### config.mk
export PLATFORM = sky130hd
export DESIGN_NAME = pmim_bank
export DESIGN_NICKNAME = d
export VERILOG_FILES = /design/src/pmim_bank.v /design/src/pmim_mask_reg.v /design/src/pmim_flag_reg.v
export VERILOG_INCLUDE_DIRS = /design/src
export SDC_FILE = /design/constraint.sdc
export NUM_CORES = 1
export LEC_CHECK = 0
export BUFFER_PORTS_ARGS = -buffer_cell sky130_fd_sc_hd__buf_2
export CAP_MARGIN = 10
export CORE_MARGIN = 5
export CORE_UTILIZATION = 40
export DETAILED_ROUTE_END_ITERATION = 8
export PLACE_DENSITY_LB_ADDON = 0.12
export SYNTH_ARGS = -nofsm -noshare
export SYNTH_HDL_FRONTEND = slang
export SYNTH_SLANG_ARGS = --single-unit
### constraint.sdc
create_clock -name clk_i -period 3.38 [get_ports clk_i]
set_clock_uncertainty 0.05 [all_clocks]
set_input_delay 0.338 -clock clk_i [delete_from_list [all_inputs] [get_ports clk_i]]
set_output_delay 0.338 -clock clk_i [all_outputs]
set_load 0.01 [all_outputs]
### src/pmim_defines.vh
// Offsets, field positions, reset values and write masks of the interrupt mask bank
`ifndef PMIM_DEFINES_VH
`define PMIM_DEFINES_VH

// ----------------------------------------------------------------
// Register offsets
// ----------------------------------------------------------------
`define PMIM_OFF_MISC_MASK 8'h53
`define PMIM_OFF_MOD_MASK 8'h54
`define PMIM_OFF_FSM_MASK 8'h56
`define PMIM_OFF_COMM_MASK 8'h57
`define PMIM_OFF_RDBK_MASK 8'h58
`define PMIM_OFF_MISC_FLAG 8'h61
`define PMIM_OFF_MOD_FLAG 8'h62
`define PMIM_OFF_FSM_FLAG 8'h63
`define PMIM_OFF_COMM_FLAG 8'h64
`define PMIM_OFF_RDBK_FLAG 8'h65
`define PMIM_OFF_SUMMARY 8'h66

// ----------------------------------------------------------------
// Reset values and implemented-bit masks (reserved bits are zero)
// ----------------------------------------------------------------
`define PMIM_RST_BYTE 8'h00
`define PMIM_WM_MISC 8'h0b
`define PMIM_WM_MOD 8'hd6
`define PMIM_WM_FSM 8'h0f
`define PMIM_WM_COMM 8'hab
`define PMIM_WM_RDBK 8'h09

// ----------------------------------------------------------------
// Field positions
// ----------------------------------------------------------------
`define PMIM_MISC_TWARN_BIT 3
`define PMIM_MISC_EXTCLK_BIT 1
`define PMIM_MISC_STPASS_BIT 0
`define PMIM_MOD_RSTOUT_BIT 7
`define PMIM_MOD_IRQPIN_BIT 6
`define PMIM_MOD_LINK_BIT 4
`define PMIM_MOD_CFGCRC_BIT 2
`define PMIM_MOD_STFAIL_BIT 1
`define PMIM_FSM_PROC_BIT 3
`define PMIM_FSM_CTRL_BIT 2
`define PMIM_FSM_ORD_BIT 1
`define PMIM_FSM_IMM_BIT 0
`define PMIM_COMM_P2ADR_BIT 7
`define PMIM_COMM_P2CRC_BIT 5
`define PMIM_COMM_HADR_BIT 3
`define PMIM_COMM_HCRC_BIT 1
`define PMIM_COMM_HFRM_BIT 0
`define PMIM_RDBK_SOCRST_BIT 3
`define PMIM_RDBK_ENDRV_BIT 0
`define PMIM_SUM_MISC_BIT 0
`define PMIM_SUM_MOD_BIT 1
`define PMIM_SUM_FSM_BIT 2
`define PMIM_SUM_COMM_BIT 3
`define PMIM_SUM_RDBK_BIT 4

`endif

### src/pmim_bank.v
// Interrupt mask bank: suppress registers, event flags, summary and interrupt output
`timescale 1ns/1ns
`include "pmim_defines.vh"

// Contract
// - Misc bit 3 suppresses thermal warning
// - Misc bit 1 suppresses external clock event
// - Misc bit 0 suppresses self-test pass
// - Moderate bit 7 suppresses reset-output mismatch
// - Moderate bit 6 suppresses interrupt-pin mismatch
// - Moderate bit 4 suppresses link error
// - Moderate bit 2 suppresses configuration checksum error
// - Moderate bit 1 suppresses self-test fail
// - State-machine bit 3 suppresses processor power error
// - State-machine bit 2 suppresses controller power error
// - State-machine bit 1 suppresses orderly shutdown
// - State-machine bit 0 suppresses immediate shutdown
// - Comm bit 7 suppresses second-port address error
// - Comm bit 5 suppresses second-port checksum error
// - Comm bit 3 suppresses host-port address error
// - Comm bit 1 suppresses host-port checksum error
// - Comm bit 0 suppresses host-port framing error
// - Masks reset to zero, default loaded from memory
// - Readback mask register at 0x58, reset zero
// - Summary bit clears when its flags clear
module pmim_bank #(
  parameter AW = 8,
  parameter DW = 8
) (
  input wire clk_i,
  input wire rst_i,
  input wire [AW-1:0] addr_i,
  input wire [DW-1:0] wr_data_i,
  input wire wr_i,
  input wire rd_i,
  output wire [DW-1:0] rd_data_o,
  input wire nvm_load_i,
  input wire [DW-1:0] nvm_misc_default_i,
  input wire [DW-1:0] nvm_mod_default_i,
  input wire [DW-1:0] nvm_fsm_default_i,
  input wire [DW-1:0] nvm_comm_default_i,
  input wire [DW-1:0] nvm_rdbk_default_i,
  input wire thermal_warning_event_i,
  input wire external_clock_event_i,
  input wire self_test_pass_event_i,
  input wire reset_output_mismatch_event_i,
  input wire irq_pin_mismatch_event_i,
  input wire pmic_link_error_event_i,
  input wire config_checksum_error_event_i,
  input wire self_test_fail_event_i,
  input wire processor_power_error_event_i,
  input wire controller_power_error_event_i,
  input wire orderly_shutdown_event_i,
  input wire immediate_shutdown_event_i,
  input wire second_port_address_error_event_i,
  input wire second_port_checksum_error_event_i,
  input wire host_port_address_error_event_i,
  input wire host_port_checksum_error_event_i,
  input wire host_port_framing_error_event_i,
  input wire processor_reset_mismatch_event_i,
  input wire enable_drive_mismatch_event_i,
  output wire [DW-1:0] summary_o,
  output wire irq_o
);

  // ----------------------------------------------------------------
  // Address decode helper
  // ----------------------------------------------------------------
  function hit;
    input [AW-1:0] a;
    input [AW-1:0] off;
    begin
      hit = (a == off);
    end
  endfunction

  // ----------------------------------------------------------------
  // Declarations
  // ----------------------------------------------------------------
  wire [DW-1:0] misc_mask;
  wire [DW-1:0] mod_mask;
  wire [DW-1:0] fsm_mask;
  wire [DW-1:0] comm_mask;
  wire [DW-1:0] rdbk_mask;
  wire [DW-1:0] misc_flag;
  wire [DW-1:0] mod_flag;
  wire [DW-1:0] fsm_flag;
  wire [DW-1:0] comm_flag;
  wire [DW-1:0] rdbk_flag;
  reg [DW-1:0] misc_ev;
  reg [DW-1:0] mod_ev;
  reg [DW-1:0] fsm_ev;
  reg [DW-1:0] comm_ev;
  reg [DW-1:0] rdbk_ev;
  reg [DW-1:0] misc_pend;
  reg [DW-1:0] mod_pend;
  reg [DW-1:0] fsm_pend;
  reg [DW-1:0] comm_pend;
  reg [DW-1:0] rdbk_pend;
  reg [DW-1:0] nxt_summary;
  reg [DW-1:0] nxt_rd_data;
  reg [DW-1:0] rd_data_ff;
  reg [DW-1:0] summary_ff;
  reg irq_ff;

  // Named suppress fields
  wire thermal_warning_suppress = misc_mask[`PMIM_MISC_TWARN_BIT];
  wire external_clock_event_suppress = misc_mask[`PMIM_MISC_EXTCLK_BIT];
  wire self_test_pass_suppress = misc_mask[`PMIM_MISC_STPASS_BIT];
  wire reset_output_mismatch_suppress = mod_mask[`PMIM_MOD_RSTOUT_BIT];
  wire irq_pin_mismatch_suppress = mod_mask[`PMIM_MOD_IRQPIN_BIT];
  wire pmic_link_error_suppress = mod_mask[`PMIM_MOD_LINK_BIT];
  wire config_checksum_error_suppress = mod_mask[`PMIM_MOD_CFGCRC_BIT];
  wire self_test_fail_suppress = mod_mask[`PMIM_MOD_STFAIL_BIT];
  wire processor_power_error_suppress = fsm_mask[`PMIM_FSM_PROC_BIT];
  wire controller_power_error_suppress = fsm_mask[`PMIM_FSM_CTRL_BIT];
  wire orderly_shutdown_suppress = fsm_mask[`PMIM_FSM_ORD_BIT];
  wire immediate_shutdown_suppress = fsm_mask[`PMIM_FSM_IMM_BIT];
  wire second_port_address_error_suppress = comm_mask[`PMIM_COMM_P2ADR_BIT];
  wire second_port_checksum_error_suppress = comm_mask[`PMIM_COMM_P2CRC_BIT];
  wire host_port_address_error_suppress = comm_mask[`PMIM_COMM_HADR_BIT];
  wire host_port_checksum_error_suppress = comm_mask[`PMIM_COMM_HCRC_BIT];
  wire host_port_framing_error_suppress = comm_mask[`PMIM_COMM_HFRM_BIT];
  wire processor_reset_mismatch_suppress = rdbk_mask[`PMIM_RDBK_SOCRST_BIT];
  wire enable_drive_mismatch_suppress = rdbk_mask[`PMIM_RDBK_ENDRV_BIT];

  // ----------------------------------------------------------------
  // Suppress registers
  // ----------------------------------------------------------------
  // Miscellaneous group
  pmim_mask_reg #(.WIDTH(DW), .WR_MASK(`PMIM_WM_MISC), .RST_VAL(`PMIM_RST_BYTE)) u_misc_mask (
    .clk_i(clk_i),
    .rst_i(rst_i),
    .wr_en_i(wr_i & hit(addr_i, `PMIM_OFF_MISC_MASK)),
    .wr_data_i(wr_data_i),
    .nvm_load_i(nvm_load_i),
    .nvm_data_i(nvm_misc_default_i),
    .q_o(misc_mask)
  );

  // Moderate error group
  pmim_mask_reg #(.WIDTH(DW), .WR_MASK(`PMIM_WM_MOD), .RST_VAL(`PMIM_RST_BYTE)) u_mod_mask (
    .clk_i(clk_i),
    .rst_i(rst_i),
    .wr_en_i(wr_i & hit(addr_i, `PMIM_OFF_MOD_MASK)),
    .wr_data_i(wr_data_i),
    .nvm_load_i(nvm_load_i),
    .nvm_data_i(nvm_mod_default_i),
    .q_o(mod_mask)
  );

  // State-machine error group
  pmim_mask_reg #(.WIDTH(DW), .WR_MASK(`PMIM_WM_FSM), .RST_VAL(`PMIM_RST_BYTE)) u_fsm_mask (
    .clk_i(clk_i),
    .rst_i(rst_i),
    .wr_en_i(wr_i & hit(addr_i, `PMIM_OFF_FSM_MASK)),
    .wr_data_i(wr_data_i),
    .nvm_load_i(nvm_load_i),
    .nvm_data_i(nvm_fsm_default_i),
    .q_o(fsm_mask)
  );

  // Communication error group
  pmim_mask_reg #(.WIDTH(DW), .WR_MASK(`PMIM_WM_COMM), .RST_VAL(`PMIM_RST_BYTE)) u_comm_mask (
    .clk_i(clk_i),
    .rst_i(rst_i),
    .wr_en_i(wr_i & hit(addr_i, `PMIM_OFF_COMM_MASK)),
    .wr_data_i(wr_data_i),
    .nvm_load_i(nvm_load_i),
    .nvm_data_i(nvm_comm_default_i),
    .q_o(comm_mask)
  );

  // Readback error group, reset zero
  pmim_mask_reg #(.WIDTH(DW), .WR_MASK(`PMIM_WM_RDBK), .RST_VAL(`PMIM_RST_BYTE)) u_rdbk_mask (
    .clk_i(clk_i),
    .rst_i(rst_i),
    .wr_en_i(wr_i & hit(addr_i, `PMIM_OFF_RDBK_MASK)),
    .wr_data_i(wr_data_i),
    .nvm_load_i(nvm_load_i),
    .nvm_data_i(nvm_rdbk_default_i),
    .q_o(rdbk_mask)
  );

  // ----------------------------------------------------------------
  // Event vectors, placed at the same positions as their suppress bits
  // ----------------------------------------------------------------
  always @* begin
    misc_ev = `PMIM_RST_BYTE;
    mod_ev = `PMIM_RST_BYTE;
    fsm_ev = `PMIM_RST_BYTE;
    comm_ev = `PMIM_RST_BYTE;
    rdbk_ev = `PMIM_RST_BYTE;
    misc_ev[`PMIM_MISC_TWARN_BIT] = thermal_warning_event_i;
    misc_ev[`PMIM_MISC_EXTCLK_BIT] = external_clock_event_i;
    misc_ev[`PMIM_MISC_STPASS_BIT] = self_test_pass_event_i;
    mod_ev[`PMIM_MOD_RSTOUT_BIT] = reset_output_mismatch_event_i;
    mod_ev[`PMIM_MOD_IRQPIN_BIT] = irq_pin_mismatch_event_i;
    mod_ev[`PMIM_MOD_LINK_BIT] = pmic_link_error_event_i;
    mod_ev[`PMIM_MOD_CFGCRC_BIT] = config_checksum_error_event_i;
    mod_ev[`PMIM_MOD_STFAIL_BIT] = self_test_fail_event_i;
    fsm_ev[`PMIM_FSM_PROC_BIT] = processor_power_error_event_i;
    fsm_ev[`PMIM_FSM_CTRL_BIT] = controller_power_error_event_i;
    fsm_ev[`PMIM_FSM_ORD_BIT] = orderly_shutdown_event_i;
    fsm_ev[`PMIM_FSM_IMM_BIT] = immediate_shutdown_event_i;
    comm_ev[`PMIM_COMM_P2ADR_BIT] = second_port_address_error_event_i;
    comm_ev[`PMIM_COMM_P2CRC_BIT] = second_port_checksum_error_event_i;
    comm_ev[`PMIM_COMM_HADR_BIT] = host_port_address_error_event_i;
    comm_ev[`PMIM_COMM_HCRC_BIT] = host_port_checksum_error_event_i;
    comm_ev[`PMIM_COMM_HFRM_BIT] = host_port_framing_error_event_i;
    rdbk_ev[`PMIM_RDBK_SOCRST_BIT] = processor_reset_mismatch_event_i;
    rdbk_ev[`PMIM_RDBK_ENDRV_BIT] = enable_drive_mismatch_event_i;
  end

  // ----------------------------------------------------------------
  // Event flags: latched whatever the suppress bits say
  // ----------------------------------------------------------------
  pmim_flag_reg #(.WIDTH(DW), .IMPL_MASK(`PMIM_WM_MISC), .RST_VAL(`PMIM_RST_BYTE)) u_misc_flag (
    .clk_i(clk_i),
    .rst_i(rst_i),
    .event_i(misc_ev),
    .clr_en_i(wr_i & hit(addr_i, `PMIM_OFF_MISC_FLAG)),
    .clr_data_i(wr_data_i),
    .q_o(misc_flag)
  );

  pmim_flag_reg #(.WIDTH(DW), .IMPL_MASK(`PMIM_WM_MOD), .RST_VAL(`PMIM_RST_BYTE)) u_mod_flag (
    .clk_i(clk_i),
    .rst_i(rst_i),
    .event_i(mod_ev),
    .clr_en_i(wr_i & hit(addr_i, `PMIM_OFF_MOD_FLAG)),
    .clr_data_i(wr_data_i),
    .q_o(mod_flag)
  );

  pmim_flag_reg #(.WIDTH(DW), .IMPL_MASK(`PMIM_WM_FSM), .RST_VAL(`PMIM_RST_BYTE)) u_fsm_flag (
    .clk_i(clk_i),
    .rst_i(rst_i),
    .event_i(fsm_ev),
    .clr_en_i(wr_i & hit(addr_i, `PMIM_OFF_FSM_FLAG)),
    .clr_data_i(wr_data_i),
    .q_o(fsm_flag)
  );

  pmim_flag_reg #(.WIDTH(DW), .IMPL_MASK(`PMIM_WM_COMM), .RST_VAL(`PMIM_RST_BYTE)) u_comm_flag (
    .clk_i(clk_i),
    .rst_i(rst_i),
    .event_i(comm_ev),
    .clr_en_i(wr_i & hit(addr_i, `PMIM_OFF_COMM_FLAG)),
    .clr_data_i(wr_data_i),
    .q_o(comm_flag)
  );

  pmim_flag_reg #(.WIDTH(DW), .IMPL_MASK(`PMIM_WM_RDBK), .RST_VAL(`PMIM_RST_BYTE)) u_rdbk_flag (
    .clk_i(clk_i),
    .rst_i(rst_i),
    .event_i(rdbk_ev),
    .clr_en_i(wr_i & hit(addr_i, `PMIM_OFF_RDBK_FLAG)),
    .clr_data_i(wr_data_i),
    .q_o(rdbk_flag)
  );

  // ----------------------------------------------------------------
  // Gating: a set suppress bit keeps its flag off the interrupt line
  // ----------------------------------------------------------------
  always @* begin
    misc_pend = `PMIM_RST_BYTE;
    mod_pend = `PMIM_RST_BYTE;
    fsm_pend = `PMIM_RST_BYTE;
    comm_pend = `PMIM_RST_BYTE;
    rdbk_pend = `PMIM_RST_BYTE;
    misc_pend[`PMIM_MISC_TWARN_BIT] = misc_flag[`PMIM_MISC_TWARN_BIT] & ~thermal_warning_suppress;
    misc_pend[`PMIM_MISC_EXTCLK_BIT] = misc_flag[`PMIM_MISC_EXTCLK_BIT] & ~external_clock_event_suppress;
    misc_pend[`PMIM_MISC_STPASS_BIT] = misc_flag[`PMIM_MISC_STPASS_BIT] & ~self_test_pass_suppress;
    mod_pend[`PMIM_MOD_RSTOUT_BIT] = mod_flag[`PMIM_MOD_RSTOUT_BIT] & ~reset_output_mismatch_suppress;
    mod_pend[`PMIM_MOD_IRQPIN_BIT] = mod_flag[`PMIM_MOD_IRQPIN_BIT] & ~irq_pin_mismatch_suppress;
    mod_pend[`PMIM_MOD_LINK_BIT] = mod_flag[`PMIM_MOD_LINK_BIT] & ~pmic_link_error_suppress;
    mod_pend[`PMIM_MOD_CFGCRC_BIT] = mod_flag[`PMIM_MOD_CFGCRC_BIT] & ~config_checksum_error_suppress;
    mod_pend[`PMIM_MOD_STFAIL_BIT] = mod_flag[`PMIM_MOD_STFAIL_BIT] & ~self_test_fail_suppress;
    fsm_pend[`PMIM_FSM_PROC_BIT] = fsm_flag[`PMIM_FSM_PROC_BIT] & ~processor_power_error_suppress;
    fsm_pend[`PMIM_FSM_CTRL_BIT] = fsm_flag[`PMIM_FSM_CTRL_BIT] & ~controller_power_error_suppress;
    fsm_pend[`PMIM_FSM_ORD_BIT] = fsm_flag[`PMIM_FSM_ORD_BIT] & ~orderly_shutdown_suppress;
    fsm_pend[`PMIM_FSM_IMM_BIT] = fsm_flag[`PMIM_FSM_IMM_BIT] & ~immediate_shutdown_suppress;
    comm_pend[`PMIM_COMM_P2ADR_BIT] = comm_flag[`PMIM_COMM_P2ADR_BIT] & ~second_port_address_error_suppress;
    comm_pend[`PMIM_COMM_P2CRC_BIT] = comm_flag[`PMIM_COMM_P2CRC_BIT] & ~second_port_checksum_error_suppress;
    comm_pend[`PMIM_COMM_HADR_BIT] = comm_flag[`PMIM_COMM_HADR_BIT] & ~host_port_address_error_suppress;
    comm_pend[`PMIM_COMM_HCRC_BIT] = comm_flag[`PMIM_COMM_HCRC_BIT] & ~host_port_checksum_error_suppress;
    comm_pend[`PMIM_COMM_HFRM_BIT] = comm_flag[`PMIM_COMM_HFRM_BIT] & ~host_port_framing_error_suppress;
    rdbk_pend[`PMIM_RDBK_SOCRST_BIT] = rdbk_flag[`PMIM_RDBK_SOCRST_BIT] & ~processor_reset_mismatch_suppress;
    rdbk_pend[`PMIM_RDBK_ENDRV_BIT] = rdbk_flag[`PMIM_RDBK_ENDRV_BIT] & ~enable_drive_mismatch_suppress;
  end

  // ----------------------------------------------------------------
  // Summary: one bit per group, falls by itself once its flags are all zero
  // ----------------------------------------------------------------
  always @* begin
    nxt_summary = `PMIM_RST_BYTE;
    nxt_summary[`PMIM_SUM_MISC_BIT] = |misc_flag;
    nxt_summary[`PMIM_SUM_MOD_BIT] = |mod_flag;
    nxt_summary[`PMIM_SUM_FSM_BIT] = |fsm_flag;
    nxt_summary[`PMIM_SUM_COMM_BIT] = |comm_flag;
    nxt_summary[`PMIM_SUM_RDBK_BIT] = |rdbk_flag;
  end

  // ----------------------------------------------------------------
  // Read mux: unmapped addresses and reserved bits read zero
  // ----------------------------------------------------------------
  always @* begin
    nxt_rd_data = `PMIM_RST_BYTE;
    if (rd_i) begin
      if (hit(addr_i, `PMIM_OFF_MISC_MASK)) begin
        nxt_rd_data = misc_mask;
      end else if (hit(addr_i, `PMIM_OFF_MOD_MASK)) begin
        nxt_rd_data = mod_mask;
      end else if (hit(addr_i, `PMIM_OFF_FSM_MASK)) begin
        nxt_rd_data = fsm_mask;
      end else if (hit(addr_i, `PMIM_OFF_COMM_MASK)) begin
        nxt_rd_data = comm_mask;
      end else if (hit(addr_i, `PMIM_OFF_RDBK_MASK)) begin
        nxt_rd_data = rdbk_mask;
      end else if (hit(addr_i, `PMIM_OFF_MISC_FLAG)) begin
        nxt_rd_data = misc_flag;
      end else if (hit(addr_i, `PMIM_OFF_MOD_FLAG)) begin
        nxt_rd_data = mod_flag;
      end else if (hit(addr_i, `PMIM_OFF_FSM_FLAG)) begin
        nxt_rd_data = fsm_flag;
      end else if (hit(addr_i, `PMIM_OFF_COMM_FLAG)) begin
        nxt_rd_data = comm_flag;
      end else if (hit(addr_i, `PMIM_OFF_RDBK_FLAG)) begin
        nxt_rd_data = rdbk_flag;
      end else if (hit(addr_i, `PMIM_OFF_SUMMARY)) begin
        nxt_rd_data = summary_ff;
      end
    end
  end

  // ----------------------------------------------------------------
  // Output registers
  // ----------------------------------------------------------------
  always @(posedge clk_i) begin
    if (rst_i) begin
      rd_data_ff <= `PMIM_RST_BYTE;
      summary_ff <= `PMIM_RST_BYTE;
      irq_ff <= 1'b0;
    end else begin
      rd_data_ff <= nxt_rd_data;
      summary_ff <= nxt_summary;
      irq_ff <= |{misc_pend, mod_pend, fsm_pend, comm_pend, rdbk_pend};
    end
  end

  assign rd_data_o = rd_data_ff;
  assign summary_o = summary_ff;
  assign irq_o = irq_ff;
endmodule // pmim_bank

### src/pmim_mask_reg.v
// One byte-wide suppress register with a loadable power-up default
`timescale 1ns/1ns
module pmim_mask_reg #(
  parameter WIDTH = 8,
  parameter [WIDTH-1:0] WR_MASK = {WIDTH{1'b1}},
  parameter [WIDTH-1:0] RST_VAL = {WIDTH{1'b0}}
) (
  input wire clk_i,
  input wire rst_i,
  input wire wr_en_i,
  input wire [WIDTH-1:0] wr_data_i,
  input wire nvm_load_i,
  input wire [WIDTH-1:0] nvm_data_i,
  output wire [WIDTH-1:0] q_o
);
  reg [WIDTH-1:0] mask_ff;
  reg [WIDTH-1:0] nxt_mask;

  // ----------------------------------------------------------------
  // Next value: software write beats the default load
  // ----------------------------------------------------------------
  always @* begin
    nxt_mask = mask_ff;
    if (wr_en_i) begin
      nxt_mask = wr_data_i & WR_MASK;
    end else if (nvm_load_i) begin
      nxt_mask = nvm_data_i & WR_MASK;
    end
  end

  // Storage; reserved bits never leave zero
  always @(posedge clk_i) begin
    if (rst_i) begin
      mask_ff <= RST_VAL;
    end else begin
      mask_ff <= nxt_mask;
    end
  end

  assign q_o = mask_ff;
endmodule // pmim_mask_reg

### src/pmim_flag_reg.v
// Sticky event flags, cleared by writing ones; a new event beats the clear
`timescale 1ns/1ns
module pmim_flag_reg #(
  parameter WIDTH = 8,
  parameter [WIDTH-1:0] IMPL_MASK = {WIDTH{1'b1}},
  parameter [WIDTH-1:0] RST_VAL = {WIDTH{1'b0}}
) (
  input wire clk_i,
  input wire rst_i,
  input wire [WIDTH-1:0] event_i,
  input wire clr_en_i,
  input wire [WIDTH-1:0] clr_data_i,
  output wire [WIDTH-1:0] q_o
);
  reg [WIDTH-1:0] flag_ff;
  reg [WIDTH-1:0] nxt_flag;

  // ----------------------------------------------------------------
  // Next value: clear selected bits, then OR in fresh events
  // ----------------------------------------------------------------
  always @* begin
    nxt_flag = flag_ff;
    if (clr_en_i) begin
      nxt_flag = nxt_flag & ~clr_data_i;
    end
    nxt_flag = (nxt_flag | event_i) & IMPL_MASK;
  end

  // Storage
  always @(posedge clk_i) begin
    if (rst_i) begin
      flag_ff <= RST_VAL;
    end else begin
      flag_ff <= nxt_flag;
    end
  end

  assign q_o = flag_ff;
endmodule // pmim_flag_reg

==> impl_summary.md <==
Layout
The area taken by multi-input logic gates is 1496 µm². The number of antenna diodes in the final layout is 0. Across the whole layout, storage elements account for 1041 µm². The share of layout cells above drive strength 1 is 22.75%. After filler insertion, the fill cell instance count of the layout stands at 695. For this run, the post-layout net count is 479. Relative to the synthesized area, the layout overhead comes to 16.89%.

Detailed routing
In the routed layout, each cell is associated on average with a via count of 5.581. Detailed routing inserted a total of 2679 vias. For this run, design rule violations remaining after detail routing come to 0. The first detailed-routing pass ran for 4 iterations. In this run, the number of DRC markers left after iteration 0 of detailed routing was 245. The number of routed nets with antenna violations is 0. In the final routed layout, each cell accounts on average for 18.53 µm. After detailed routing, the total wire length is 8.894 mm.

Clock network
The clock-pin transition on the worst setup and hold timing paths is 90 ps. The number of clock buffers inserted by TritonCTS is 5. TritonCTS built the clock tree. Buffers added to address setup during post-CTS repair amount to 0.

After clock tree synthesis, the flow added hold-fix buffers numbering 0. The number of H-tree levels is 2. The CTS sink count is 52. The maximum count of clock buffers along a single path is 2. The number of gates resized after CTS was 0. The cell at the root of the clock tree is sky130_fd_sc_hd__clkbuf_8. At the later pin of the worst-skew pair, clock insertion delay measures 310 ps.

Yosys
The unique cell type count in the Yosys netlist is 54. In this run the cell area of the synthesized design comes to 2734 µm². The complex-gate fraction of the synthesized area is 21.42%. Measured against the total synthesized area, the mux share comes to 7.735%. The synthesized netlist devotes 0% of its cell area to adder and majority cells. A synthesized cell averages 8.041 µm². In this run, synthesis produced a sequential element count of 52. In the synthesized netlist the async set-or-reset flop fraction comes to 0%. The share of the Yosys chip area taken by registers is 38.08%. Summing the areas of all xor and xnor instances in the mapped netlist gives 0% of the synthesized area. The main combinational cell family by area after synthesis is simple AND/OR/NAND/NOR gates. The number of synthesized flops with an enable pin is 0. Summing the areas of all and, or, nand and nor instances in the mapped netlist gives 25.17% of the synthesized area. In the synthesized netlist, the number of instances is 340. For this run, the leading register cell type out of synthesis is sky130_fd_sc_hd__dfxtp_1. In the post-synthesis netlist, the biggest area contributors are sky130_fd_sc_hd__dfxtp_1 (38%), sky130_fd_sc_hd__mux2i_1 (7.3%), sky130_fd_sc_hd__nor2_1 (7.3%). The cell taking the most area after synthesis is sky130_fd_sc_hd__dfxtp_1.

The fraction of post-synthesis cell area in the top cell type by area is 38.08%. During synthesis, Yosys emitted a total of 0 warnings.

Setup path
The worst setup path is captured at a flip-flop. The endpoint required time on the critical path is 3580 ps. The endpoint of the most critical setup path is rd_data_o[0]$_SDFF_PP0_.

The start point of the critical path is addr_i[7]. For flop-to-flop paths, the worst setup slack is 1830 ps. The critical path is of the in -> reg type. The worst setup path is launched from an input port. The number of cell instances on the worst register-to-register path is 4.

The maximum fanout count along the critical path is 8. The endpoint arrival time on the critical path is 2110 ps. The launch instance of the worst register-to-register path is u_comm_flag.q_o[3]$_SDFF_PP0_. The end of the worst register-to-register path is rd_data_o[3]$_SDFF_PP0_.

GRT
After global routing the overflow that remains totals 0. The initial antenna violation count is 0. The via count of the first global-routing pass came to 2580. The wire length of the first global-routing pass is 14.04 mm. Global routing used 20.86% of the available tracks. The maximum number of pins on one net before global-route repair is 46.

Die
The overall die height is 92.67 µm. The starting density of the core is 40.69%. The floorplan die area is 8588 µm². The area inside the core boundary is 6719 µm². The width of the chip is 92.67 µm. After floorplanning, the core was divided into 30 placement rows. For this design the top-level I/O count stands at 97.

STA
Setup violations remaining at the end of the flow were counted as 0. The achievable frequency is 523.5 MHz. In the final timing run, aggregate negative setup slack is 0 ps. Hold is met by 179.2 ps.

The final critical path time including I/O delays and setup is 1910 ps. The portion of the clock cycle consumed by the worst path in the final layout is 56.52%. The transition at the pin with the smallest max-transition slack is 663.7 ps. Setup repair after global routing left no endpoint under its margin. The number of pins with negative max-slew slack in the final report is 0. The hold violation count in the final report is 0. The remaining max-slew budget at the tightest pin is 55.35%.

Run
Max-cap violations in this run came to 0.

Status
The run finished with clean final reports.

Placement
The count of input and output buffers is 72. The HPWL after detailed placement is 6.644 mm. The global placement routability congestion is 0.9295.

Pwr
The total power density per cell area is 407.8 nW/µm². The leakage power total is 1.331 nW. The worst-case IR drop observed on VDD is 0.0001860 V.

Worst hold path
The worst hold-check path type is in -> reg.
-- cell type report --
type                            instances  area share (%)
Clock buffer                            5           2.153
Clock inverter                          3           1.331
Inverter                               21           2.467
Multi-Input combinational cell        246           46.83
Sequential cell                        52           32.58
Tap cell                               80           3.132
Timing Repair Buffer                   73           11.51
-- flip-flops by register name, indices dropped and copies added, names as in the netlist --
register         count
u_fsm_mask.q_o       4
u_comm_mask.q_o      5
u_fsm_flag.q_o       4
irq_o                1
u_rdbk_flag.q_o      2
u_misc_flag.q_o      3
summary_o            5
u_misc_mask.q_o      3
u_comm_flag.q_o      5
rd_data_o            8
u_mod_flag.q_o       5
u_mod_mask.q_o       5
u_rdbk_mask.q_o      2
-- worst max-delay path, stage by stage --
cell and delay, ps:
sky130_fd_sc_hd__buf_2 110, sky130_fd_sc_hd__nand4bb_1 410, sky130_fd_sc_hd__nor2_1 610, sky130_fd_sc_hd__o21ai_0 180, sky130_fd_sc_hd__a32oi_1 260, sky130_fd_sc_hd__o21a_1 200
-- stage by stage --
step | worst slack [ps] | utilization [%] | std cells | power (mW) | cell area, µm²
2_1_floorplan | 1638 | - | 342 | 0.8068 | 2741
3_3_place_gp | 1248 | 45.90 | 472 | 0.8829 | 3084
3_5_place_dp | 1228 | 45.90 | 472 | 0.8849 | 3084
4_1_cts | 1539 | 47.56 | 480 | 1.311 | 3196
5_1_grt | 1348 | 47.56 | 480 | 1.361 | 3196
6_report | 1470 | 47.56 | 480 | 1.303 | 3196
-- cells in the mapped netlist, types with 2 or more instances --
master,n
sky130_fd_sc_hd__and2_1,2
sky130_fd_sc_hd__nand4bb_1,2
sky130_fd_sc_hd__a21oi_1,30
sky130_fd_sc_hd__buf_4,5
sky130_fd_sc_hd__a211oi_1,20
sky130_fd_sc_hd__nor2_1,53
sky130_fd_sc_hd__clkbuf_1,4
sky130_fd_sc_hd__o21ai_0,4
sky130_fd_sc_hd__and3_1,2
sky130_fd_sc_hd__nand3_1,7
sky130_fd_sc_hd__nor2b_1,8
sky130_fd_sc_hd__mux2i_1,20
sky130_fd_sc_hd__nand2b_1,4
sky130_fd_sc_hd__a31oi_1,5
sky130_fd_sc_hd__buf_1,3
sky130_fd_sc_hd__buf_2,9
sky130_fd_sc_hd__o22ai_1,8
sky130_fd_sc_hd__nor3_1,5
sky130_fd_sc_hd__o31ai_1,3
sky130_fd_sc_hd__a22oi_1,3
sky130_fd_sc_hd__inv_1,21
sky130_fd_sc_hd__nand4_1,4
sky130_fd_sc_hd__nand2_2,2
sky130_fd_sc_hd__dfxtp_1,52
sky130_fd_sc_hd__and4_1,2
sky130_fd_sc_hd__nor4_1,7
sky130_fd_sc_hd__nand2_1,25
sky130_fd_sc_hd__a32oi_1,3
sky130_fd_sc_hd__nor3_2,2
-- power breakdown --
group	switching [mW]	internal [mW]	total (mW)
clock	0.211	0.219	0.430
sequential	0.0344	0.648	0.683
combinational	0.109	0.0810	0.190
total	0.355	0.949	1.30
-- cells by family (layout without fill, tap and decap cells) --
family | Yosys count | after routing
AO/OA/AOI/OAI | 88 | 88
buffers and inverters | 44 | 102
multiplexers | 21 | 21
other | 1 | 3
AND/OR/NAND/NOR | 134 | 134
flip-flops | 52 | 52
-- layout by cell type (no fill, tap or decap), types with 2 or more instances in the layout --
cell type	n
sky130_fd_sc_hd__a211oi_1	20
sky130_fd_sc_hd__a21oi_1	30
sky130_fd_sc_hd__a22oi_1	3
sky130_fd_sc_hd__a31oi_1	5
sky130_fd_sc_hd__a32oi_1	3
sky130_fd_sc_hd__and2_1	2
sky130_fd_sc_hd__and3_1	2
sky130_fd_sc_hd__and4_1	2
sky130_fd_sc_hd__buf_2	72
sky130_fd_sc_hd__clkbuf_8	5
sky130_fd_sc_hd__conb_1	3
sky130_fd_sc_hd__dfxtp_1	52
sky130_fd_sc_hd__inv_1	21
sky130_fd_sc_hd__mux2i_1	20
sky130_fd_sc_hd__nand2_1	25
sky130_fd_sc_hd__nand2_2	2
sky130_fd_sc_hd__nand2b_1	4
sky130_fd_sc_hd__nand3_1	7
sky130_fd_sc_hd__nand4_1	4
sky130_fd_sc_hd__nand4bb_1	2
sky130_fd_sc_hd__nor2_1	53
sky130_fd_sc_hd__nor2b_1	8
sky130_fd_sc_hd__nor3_1	5
sky130_fd_sc_hd__nor3_2	2
sky130_fd_sc_hd__nor4_1	7
sky130_fd_sc_hd__o21ai_0	4
sky130_fd_sc_hd__o22ai_1	8
sky130_fd_sc_hd__o31ai_1	3
-- how the worst min path moves through the flow --
stage / slack, ps / start / depth (start not counted) / endpoint
after floorplan: 400 / u_rdbk_flag.q_o[0]$_SDFF_PP0_ / 2 / u_rdbk_flag.q_o[0]$_SDFF_PP0_
after global placement: 420 / u_rdbk_flag.q_o[0]$_SDFF_PP0_ / 2 / u_rdbk_flag.q_o[0]$_SDFF_PP0_
after detailed placement: 440 / u_rdbk_flag.q_o[0]$_SDFF_PP0_ / 2 / u_rdbk_flag.q_o[0]$_SDFF_PP0_
after CTS: 180 / enable_drive_mismatch_event_i / 3 / u_rdbk_flag.q_o[0]$_SDFF_PP0_
after global routing: 180 / orderly_shutdown_event_i / 3 / u_fsm_flag.q_o[1]$_SDFF_PP0_
final: 180 / host_port_address_error_event_i / 3 / u_comm_flag.q_o[3]$_SDFF_PP0_
-- per-layer routing --
metal	global-route usage, %	vias to the layer above	share of wire (%)
li1	-	1334	-
met1	29.41	1226	46
met2	33.23	109	46
met3	3.656	10	7.0
met4	4.884	0	1.1
met5	0	-	0
(Power assumes the default switching activity.)
